$ cat src/logic/apsm_pkg.sv
// Package with constants, register map and types for the audio power-state manager
package apsm_pkg;

	// Register byte offsets
	localparam logic [11:0] CTRL_OFFSET = 12'h000;
	localparam logic [11:0] CMD_OFFSET = 12'h004;
	localparam logic [11:0] STATUS_OFFSET = 12'h008;
	localparam logic [11:0] TIMER_OFFSET = 12'h00c;

	// Control register fields
	localparam int CTRL_RETAIN_EN_BIT = 0;
	localparam int CTRL_WAKE_EN_BIT = 1;
	localparam int CTRL_LOW_PRIO_BIT = 2;
	localparam int CTRL_PLAY_BIT = 3;
	localparam int CTRL_RECORD_BIT = 4;

	// Command register fields, each a write-one pulse
	localparam int CMD_OPEN_BIT = 0;
	localparam int CMD_CLOSE_BIT = 1;
	localparam int CMD_PAUSE_BIT = 2;
	localparam int CMD_RESUME_BIT = 3;
	localparam int CMD_POWER_DOWN_BIT = 4;
	localparam int CMD_WAKE_BIT = 5;

	// Low-power transition latency bound
	localparam int TRANSITION_MS = 100;
	localparam int CLK_HZ = 40000000;
	localparam int TRANSITION_CYCLES = (TRANSITION_MS * (CLK_HZ / 1000));

	// Reset values
	localparam logic [31:0] TIMER_RESET = 32'h0000_1000;
	localparam logic [4:0] CTRL_RESET = 5'h01;

	typedef enum logic [1:0] {
		FULL_ON_STATE = 2'b00,
		RETAIN_LOW_POWER_STATE = 2'b01,
		LOSSY_LOW_POWER_STATE = 2'b10,
		OFF_STATE = 2'b11
	} apsm_power_type;

	typedef struct packed {
		logic psel;
		logic penable;
		logic pwrite;
		logic [11:0] paddr;
		logic [31:0] pwdata;
	} apsm_apb_req_type;

	typedef struct packed {
		logic pready;
		logic pslverr;
		logic [31:0] prdata;
	} apsm_apb_rsp_type;

	typedef struct packed {
		apsm_power_type power;
		logic [4:0] ctrl;
		logic paused;
		logic is_open;
		logic timer_run;
		logic [31:0] timer_load;
		logic [31:0] timer_cnt;
		logic save_pend;
		logic save_req;
		logic ctx_hold;
		logic wake;
		logic refused;
		logic pause_ignored;
		logic [31:0] prdata;
		logic pslverr;
	} apsm_state_type;

endpackage

$ cat src/logic/apsm_top.sv
// Audio device power-state manager with APB register access
//
// The address map and the APB interface to the registers are this design's own decisions.
`timescale 1ns/1ps
module apsm_top import apsm_pkg::*; (
	input wire logic I_CLK,
	input wire logic I_RST_N,
	input wire apsm_apb_req_type I_APB,
	output apsm_apb_rsp_type O_APB,
	input wire logic I_SAVE_DONE,
	output logic [1:0] O_POWER_STATE,
	output logic O_CTX_HOLD,
	output logic O_SAVE_REQ,
	output logic O_WAKE
);

	apsm_state_type state_reg;
	apsm_state_type state_next;

	logic wr_en;
	logic rd_en;
	logic cmd_open;
	logic cmd_close;
	logic cmd_pause;
	logic cmd_resume;
	logic cmd_pdown;
	logic cmd_wake;
	logic background;
	logic foreground;
	logic active;

	// Bus strobes; the slave always answers in the first access cycle
	assign wr_en = I_APB.psel && I_APB.penable && I_APB.pwrite;
	assign rd_en = I_APB.psel && I_APB.penable && !I_APB.pwrite;
	assign cmd_open = wr_en && (I_APB.paddr == CMD_OFFSET) && I_APB.pwdata[CMD_OPEN_BIT];
	assign cmd_close = wr_en && (I_APB.paddr == CMD_OFFSET) && I_APB.pwdata[CMD_CLOSE_BIT];
	assign cmd_pause = wr_en && (I_APB.paddr == CMD_OFFSET) && I_APB.pwdata[CMD_PAUSE_BIT];
	assign cmd_resume = wr_en && (I_APB.paddr == CMD_OFFSET) && I_APB.pwdata[CMD_RESUME_BIT];
	assign cmd_pdown = wr_en && (I_APB.paddr == CMD_OFFSET) && I_APB.pwdata[CMD_POWER_DOWN_BIT];
	assign cmd_wake = wr_en && (I_APB.paddr == CMD_OFFSET) && I_APB.pwdata[CMD_WAKE_BIT];

	// Activity classification; a playing stream pre-empts background capture
	assign active = state_reg.ctrl[CTRL_PLAY_BIT] || state_reg.ctrl[CTRL_RECORD_BIT];
	assign foreground = state_reg.ctrl[CTRL_PLAY_BIT] ||
		(state_reg.ctrl[CTRL_RECORD_BIT] && !state_reg.ctrl[CTRL_LOW_PRIO_BIT]);
	assign background = state_reg.ctrl[CTRL_RECORD_BIT] && state_reg.ctrl[CTRL_LOW_PRIO_BIT] &&
		!state_reg.ctrl[CTRL_PLAY_BIT];

	// Next-state logic for power state, timer, registers and bus answer
	always_comb begin
		state_next = state_reg;
		state_next.refused = 1'b0;
		state_next.pause_ignored = 1'b0;
		state_next.pslverr = 1'b0;
		// Register writes
		if (wr_en && I_APB.paddr == CTRL_OFFSET) begin
			state_next.ctrl = I_APB.pwdata[4:0];
		end
		if (wr_en && I_APB.paddr == TIMER_OFFSET) begin
			state_next.timer_load = I_APB.pwdata;
		end
		// Inactivity timer counts down while running
		if (state_reg.timer_run && state_reg.timer_cnt != 32'h0000_0000) begin
			state_next.timer_cnt = state_reg.timer_cnt - 32'h0000_0001;
		end
		// Wait for context save before dropping to off
		if (state_reg.save_pend && I_SAVE_DONE) begin
			state_next.save_pend = 1'b0;
			state_next.save_req = 1'b0;
			state_next.ctx_hold = 1'b0;
			// Paused stays set so a later resume can bring the device back up
			state_next.power = OFF_STATE;
		end
		unique case (state_reg.power)
			FULL_ON_STATE: begin
				if (cmd_pause) begin
					if (foreground) begin
						state_next.paused = 1'b1;
						state_next.ctx_hold = state_reg.ctrl[CTRL_RETAIN_EN_BIT];
						state_next.power = state_reg.ctrl[CTRL_RETAIN_EN_BIT] ?
							RETAIN_LOW_POWER_STATE : LOSSY_LOW_POWER_STATE;
					end else begin
						state_next.pause_ignored = 1'b1;
					end
				end else if (cmd_close) begin
					state_next.is_open = 1'b0;
					state_next.power = LOSSY_LOW_POWER_STATE;
					state_next.timer_run = 1'b1;
					state_next.timer_cnt = state_reg.timer_load;
				end else if (cmd_pdown) begin
					if (background) begin
						state_next.power = OFF_STATE;
					end else begin
						state_next.refused = 1'b1;
					end
				end else if (cmd_open) begin
					state_next.is_open = 1'b1;
				end
			end
			RETAIN_LOW_POWER_STATE, LOSSY_LOW_POWER_STATE: begin
				if (state_reg.save_pend) begin
					state_next.power = state_next.power; // Hold until save completes
				end else if (cmd_resume && state_reg.paused) begin
					state_next.paused = 1'b0;
					state_next.ctx_hold = 1'b0;
					state_next.power = FULL_ON_STATE;
				end else if (cmd_pdown && state_reg.paused) begin
					state_next.save_pend = 1'b1;
					state_next.save_req = 1'b1;
				end else if (cmd_open && !state_reg.paused) begin
					state_next.is_open = 1'b1;
					state_next.timer_run = 1'b0;
					state_next.power = FULL_ON_STATE;
				end else if (!state_reg.paused && state_reg.timer_run &&
					state_reg.timer_cnt == 32'h0000_0000) begin
					state_next.timer_run = 1'b0;
					state_next.power = OFF_STATE;
				end
			end
			OFF_STATE: begin
				// Power-up may take as long as needed; this end does it in one step
				if (cmd_open && !state_reg.is_open) begin
					state_next.is_open = 1'b1;
					state_next.power = FULL_ON_STATE;
				end else if (cmd_resume && state_reg.paused) begin
					state_next.paused = 1'b0;
					state_next.power = FULL_ON_STATE;
				end
			end
		endcase
		// Other commands fall through with no power change
		// Wake event is sticky until software disables it
		if (cmd_wake && state_reg.ctrl[CTRL_WAKE_EN_BIT]) begin
			state_next.wake = 1'b1;
		end else if (!state_reg.ctrl[CTRL_WAKE_EN_BIT]) begin
			state_next.wake = 1'b0;
		end
		// Read data
		state_next.prdata = 32'h0000_0000;
		if (rd_en) begin
			unique case (I_APB.paddr)
				CTRL_OFFSET: state_next.prdata = {27'h0000000, state_reg.ctrl};
				CMD_OFFSET: state_next.prdata = 32'h0000_0000;
				STATUS_OFFSET: state_next.prdata = {22'h000000, state_reg.pause_ignored,
					state_reg.refused, state_reg.wake, state_reg.save_pend, active,
					state_reg.timer_run, state_reg.paused, state_reg.is_open, state_reg.power};
				TIMER_OFFSET: state_next.prdata = state_reg.timer_cnt;
				default: state_next.pslverr = 1'b1;
			endcase
		end else if (wr_en && I_APB.paddr != CTRL_OFFSET && I_APB.paddr != CMD_OFFSET &&
			I_APB.paddr != TIMER_OFFSET) begin
			state_next.pslverr = 1'b1;
		end
	end

	// State register with synchronous reset
	always_ff @(posedge I_CLK) begin
		if (!I_RST_N) begin
			state_reg <= '0;
			state_reg.power <= OFF_STATE;
			state_reg.ctrl <= CTRL_RESET;
			state_reg.timer_load <= TIMER_RESET;
		end else begin
			state_reg <= state_next;
		end
	end

	// Bus answer is combinational: ready in the access cycle, data from that cycle's decode
	always_comb begin
		O_APB.pready = 1'b1;
		O_APB.pslverr = state_next.pslverr && I_APB.psel && I_APB.penable;
		O_APB.prdata = state_next.prdata;
	end

	assign O_POWER_STATE = state_reg.power;
	assign O_CTX_HOLD = state_reg.ctx_hold;
	assign O_SAVE_REQ = state_reg.save_req;
	assign O_WAKE = state_reg.wake;

endmodule // apsm_top

$ cat config.mk
export PLATFORM = sky130hd
export DESIGN_NAME = apsm_top
export DESIGN_NICKNAME = d
export VERILOG_FILES = /design/src/logic/apsm_pkg.sv /design/src/logic/apsm_top.sv
export SDC_FILE = /design/constraint.sdc
export NUM_CORES = 1
export LEC_CHECK = 0
export ABC_AREA = 1
export BUFFER_PORTS_ARGS = -buffer_cell sky130_fd_sc_hd__buf_4
export CELL_PAD_IN_SITES_DETAIL_PLACEMENT = 0
export CELL_PAD_IN_SITES_GLOBAL_PLACEMENT = 1
export CORE_ASPECT_RATIO = 2
export CORE_MARGIN = 3
export CORE_UTILIZATION = 40
export CTS_CLUSTER_DIAMETER = 50
export DETAILED_ROUTE_END_ITERATION = 10
export PLACE_DENSITY = 0.86
export SYNTH_ARGS = -nofsm -noshare
export SYNTH_HDL_FRONTEND = slang
export SYNTH_SLANG_ARGS = --single-unit
$ cat constraint.sdc
create_clock -name I_CLK -period 3 [get_ports I_CLK]
set_input_delay 0 -clock I_CLK [delete_from_list [all_inputs] [get_ports I_CLK]]
set_output_delay 0 -clock I_CLK [all_outputs]
set_load 0.01 [all_outputs]
==> impl_results.md <==
- Max IR drop VDD: 0.000520 V
- Post-synth EDFFs: 0
- HP Class: in -> reg
- Cell type with the largest total area after synthesis: dfxtp_1
- Synth Register Bits: 80
- Die Wd: between 80 and 90 um
- Pre-antenna DRT Iters: 5
- Number of diodes added for antenna fixing: 0
- Area used by sequential logic in the layout: between 1500 and 2000 sq um
- Initial Util: 0.413
- Die Footprint: 14600 sq um
- Remaining global-route overflow: 0
- Post-route DRC violation count: 0
- Clock Sinks: 80
- Met3 wire len: 589 um
- Worst clock skew: 0.00740 ns
- Min Tclk post-route: a little over 2 ns
- Cell-by-cell trace of the critical path: inv_1 > ha_1 > nand3_4 > o21ai_0 > a31oi_1
- Num CTS Buffers: 9
- Number of global-route vias before repair: between 5000 and 6000
- Die span in y: ~170 um
- Maximum clock insertion buffer count: 2
- Arr. time, crit path: roughly 2.2 ns
- Leading post-synthesis cells by cell area: dfxtp_1, nand2_1, inv_1, nor2_1, o21ai_0
- Wire length after detailed routing: approximately 18 mm
- Worst Setup Path Type: reg -> reg
- Antenna violations before repair: 0
- Number of different library cells in the post-synthesis netlist: 35
- Wire length of the first global-routing pass: between 20 and 30 mm
- Vias: roughly 5500
- Metal-1 WL: 5.96 mm
- Final setup vio count: 0
- Clock input transition at the sequential cells of the worst setup and hold paths: roughly 0.060 ns
- Crit Path Max Fanout: 35
- Worst path max stage delay: between 0.6 and 0.7 ns
- Timing-limited maximum frequency: between 400 and 500 MHz
- Drt via density: 5.20
- Count of max-cap constraint violations: 0
- DRC violation total after the first TritonRoute iteration: ~290
- Portion of the post-synthesis area used by sequential elements: 0.305
- DPL Wire Length: 13.7 mm
- Clk Tree Root Cell: clkbuf_16
- Std-Cell Rows: 58
- Relative area change from synthesis to final layout: 21.3%
- Routed wire length on met2: between 9 and 10 mm
- Post-synthesis instance area: roughly 5200 sq um
- Gate count after technology mapping: slightly above 800
- Footprint of the multi-input gates: about 2700 sq um
- Wire length per cell: between 15 and 20 um
- Period Utilization, post-route: 0.680
- Top-level port count: between 80 and 90
- GRT Util Overall: 0.247
- Unrepaired setup endpoints after global routing: false
- Top layer in use: met4
- Average cell area after synthesis: 6.32 sq um
- Total negative slack for setup checks: 0 ns
- Worst hold slack: between 0.01 and 0.015 ns
- Total power divided by cell area: about 950 nW/um^2
- WP data required: approximately 3.2 ns
- Share of final-layout standard cells stronger than drive strength 1: 0.147
- Max H-tree Level: 3
- Weighted congestion reported at the end of routability-driven placement: 0.983
- Share of synthesized registers carrying an async set or reset: 0
- Slew at the pin closest to its max-slew limit: between 0.9 and 1 ns
- Number of nets with antenna violations after detailed routing: 0
- Post-cts resize count: 0
- Status: finished clean
- Leakage power total: between 2 and 3 nW
- Nature of the critical path startpoint: register
- Warnings from Yosys: 0
- Critical-path top delay cell: o21ai_0
- Core region area: 12700 sq um
- Final Hold Viols: 0
- Slew headroom: 0.359
- Dominant cell by count in the synthesized netlist: nand2_1
- Nets: 960
- CTS tree: done
- Number of flip-flops under the largest register name: 75
- Main flop type after synthesis: dfxtp_1
- Pins Over Slew Limit: 0
- Net count of the mapped netlist: a little under 900
- Largest net degree at the start of global routing: between 70 and 80
- Proportion of netlist area held by the largest area contributor: 0.305
- Nature of the critical path endpoint: register
- Count of buffers inserted at the top-level ports: 87
- Commonest cells in the synthesized netlist: nand2_1, inv_1, nor2_1, dfxtp_1, o21ai_0
- Insertion delay of the later-clocked pin in the worst-skew pair: between 0.3 and 0.4 ns
- Count of filler cells inserted in the layout: approximately 1400
[final cells by class]
| class | instances | share of cell area |
|---|---|---|
| clock inverters | 6 | 0.00668 |
| well taps | 150 | 0.0295 |
| inverters | 127 | 0.0749 |
| clock buffers | 10 | 0.0375 |
| repair buffers | 132 | 0.168 |
| multi-input cells | 556 | 0.432 |
| flip-flops and latches | 80 | 0.252 |
[final timing paths]
kind | startpoint | slack (ns) | endpoint | cells past startpoint
setup / recovery | O_POWER_STATE[0]$_SDFF_PN1_ | 0.96 | state_reg[53]$_SDFF_PN0_ | 5
hold / removal | I_APB[1] | 0.01 | state_reg[72]$_SDFFE_PN0P_ | 3
setup reg to reg | O_POWER_STATE[0]$_SDFF_PN1_ | 0.96 | state_reg[53]$_SDFF_PN0_ | 5
hold reg to reg | state_reg[102]$_SDFFE_PN0P_ | 0.44 | state_reg[102]$_SDFFE_PN0P_ | 2
[cell usage in the layout (no fill, tap or decap), types with 2 or more instances in the layout]
master and count:
dlygate4sd3_1 31, nand3b_1 3, clkbuf_16 9, clkinv_2 2, inv_1 125, nand3_1 32
o22ai_1 2, a21oi_1 47, nand2_2 2, ha_1 4, inv_2 2, nand2_1 159
o221ai_1 3, nor2_1 107, o21ai_1 9, clkinvlp_4 2, nor2_2 4, a31oi_1 24
nand3_4 2, o21ai_0 77, o211ai_1 8, nor2_4 3, nor3_1 27, nand4_1 9
buf_4 101, dfxtp_1 80, xor2_1 25
[per-stage QoR]
stage | instances | total power [mW] | area (sq um) | util | worst slack [ns]
final | 1061 | 6.04 | 6360 | 0.501 | 0.960
after global routing | 1061 | 6.56 | 6360 | 0.501 | 0.839
after CTS | 1061 | 6.04 | 6360 | 0.501 | 0.986
after detailed placement | 1014 | 4.94 | 5770 | 0.455 | 0.813
after global placement | 1014 | 4.95 | 5770 | 0.455 | 0.870
after floorplan | 830 | 4.01 | 5250 | - | 1.44
[repair_timing]
item,in CTS,in global routing
hold buffers,31,0
hold endpoints to repair,37,0
setup buffers,0,0
[metal layers]
metal,vias to the layer above,global-route usage
li1,2772,-
met1,2526,0.234
met2,156,0.459
met3,68,0.0274
met4,0,0.190
met5,-,0
[critical path, delay by kind of cell (launching register included)]
kind	cells	cell delay, ns
and+or+nand+nor	1	0.38
buffers and inverters	1	0.14
DFF	1	0.35
AOI/OAI and AO/OA	2	0.70
adders and majority gates	1	0.31
[kinds of logic (layout without fill, tap and decap cells)]
group | Yosys count | in the layout | share of synthesized area
flip-flops | 80 | 80 | 0.305
other | 1 | 1 | 0.000714
XOR/XNOR | 26 | 26 | 0.0434
AO/OA/AOI/OAI | 172 | 172 | 0.177
adder cells (fa/ha/maj) | 4 | 4 | 0.00954
buffers and inverters | 194 | 275 | 0.171
AND/OR/NAND/NOR | 353 | 353 | 0.293
[report_power, final]
group / leakage, nW / internal [mW] / switching (mW) / total [mW]
Sequential: 0.647 / 1.24 / 0.187 / 1.43
Clock: 0.135 / 0.585 / 0.468 / 1.05
Combinational: 2.10 / 1.22 / 2.34 / 3.56
Total: 2.88 / 3.04 / 2.99 / 6.04
Note: power is estimated with default switching activity, not from simulation.
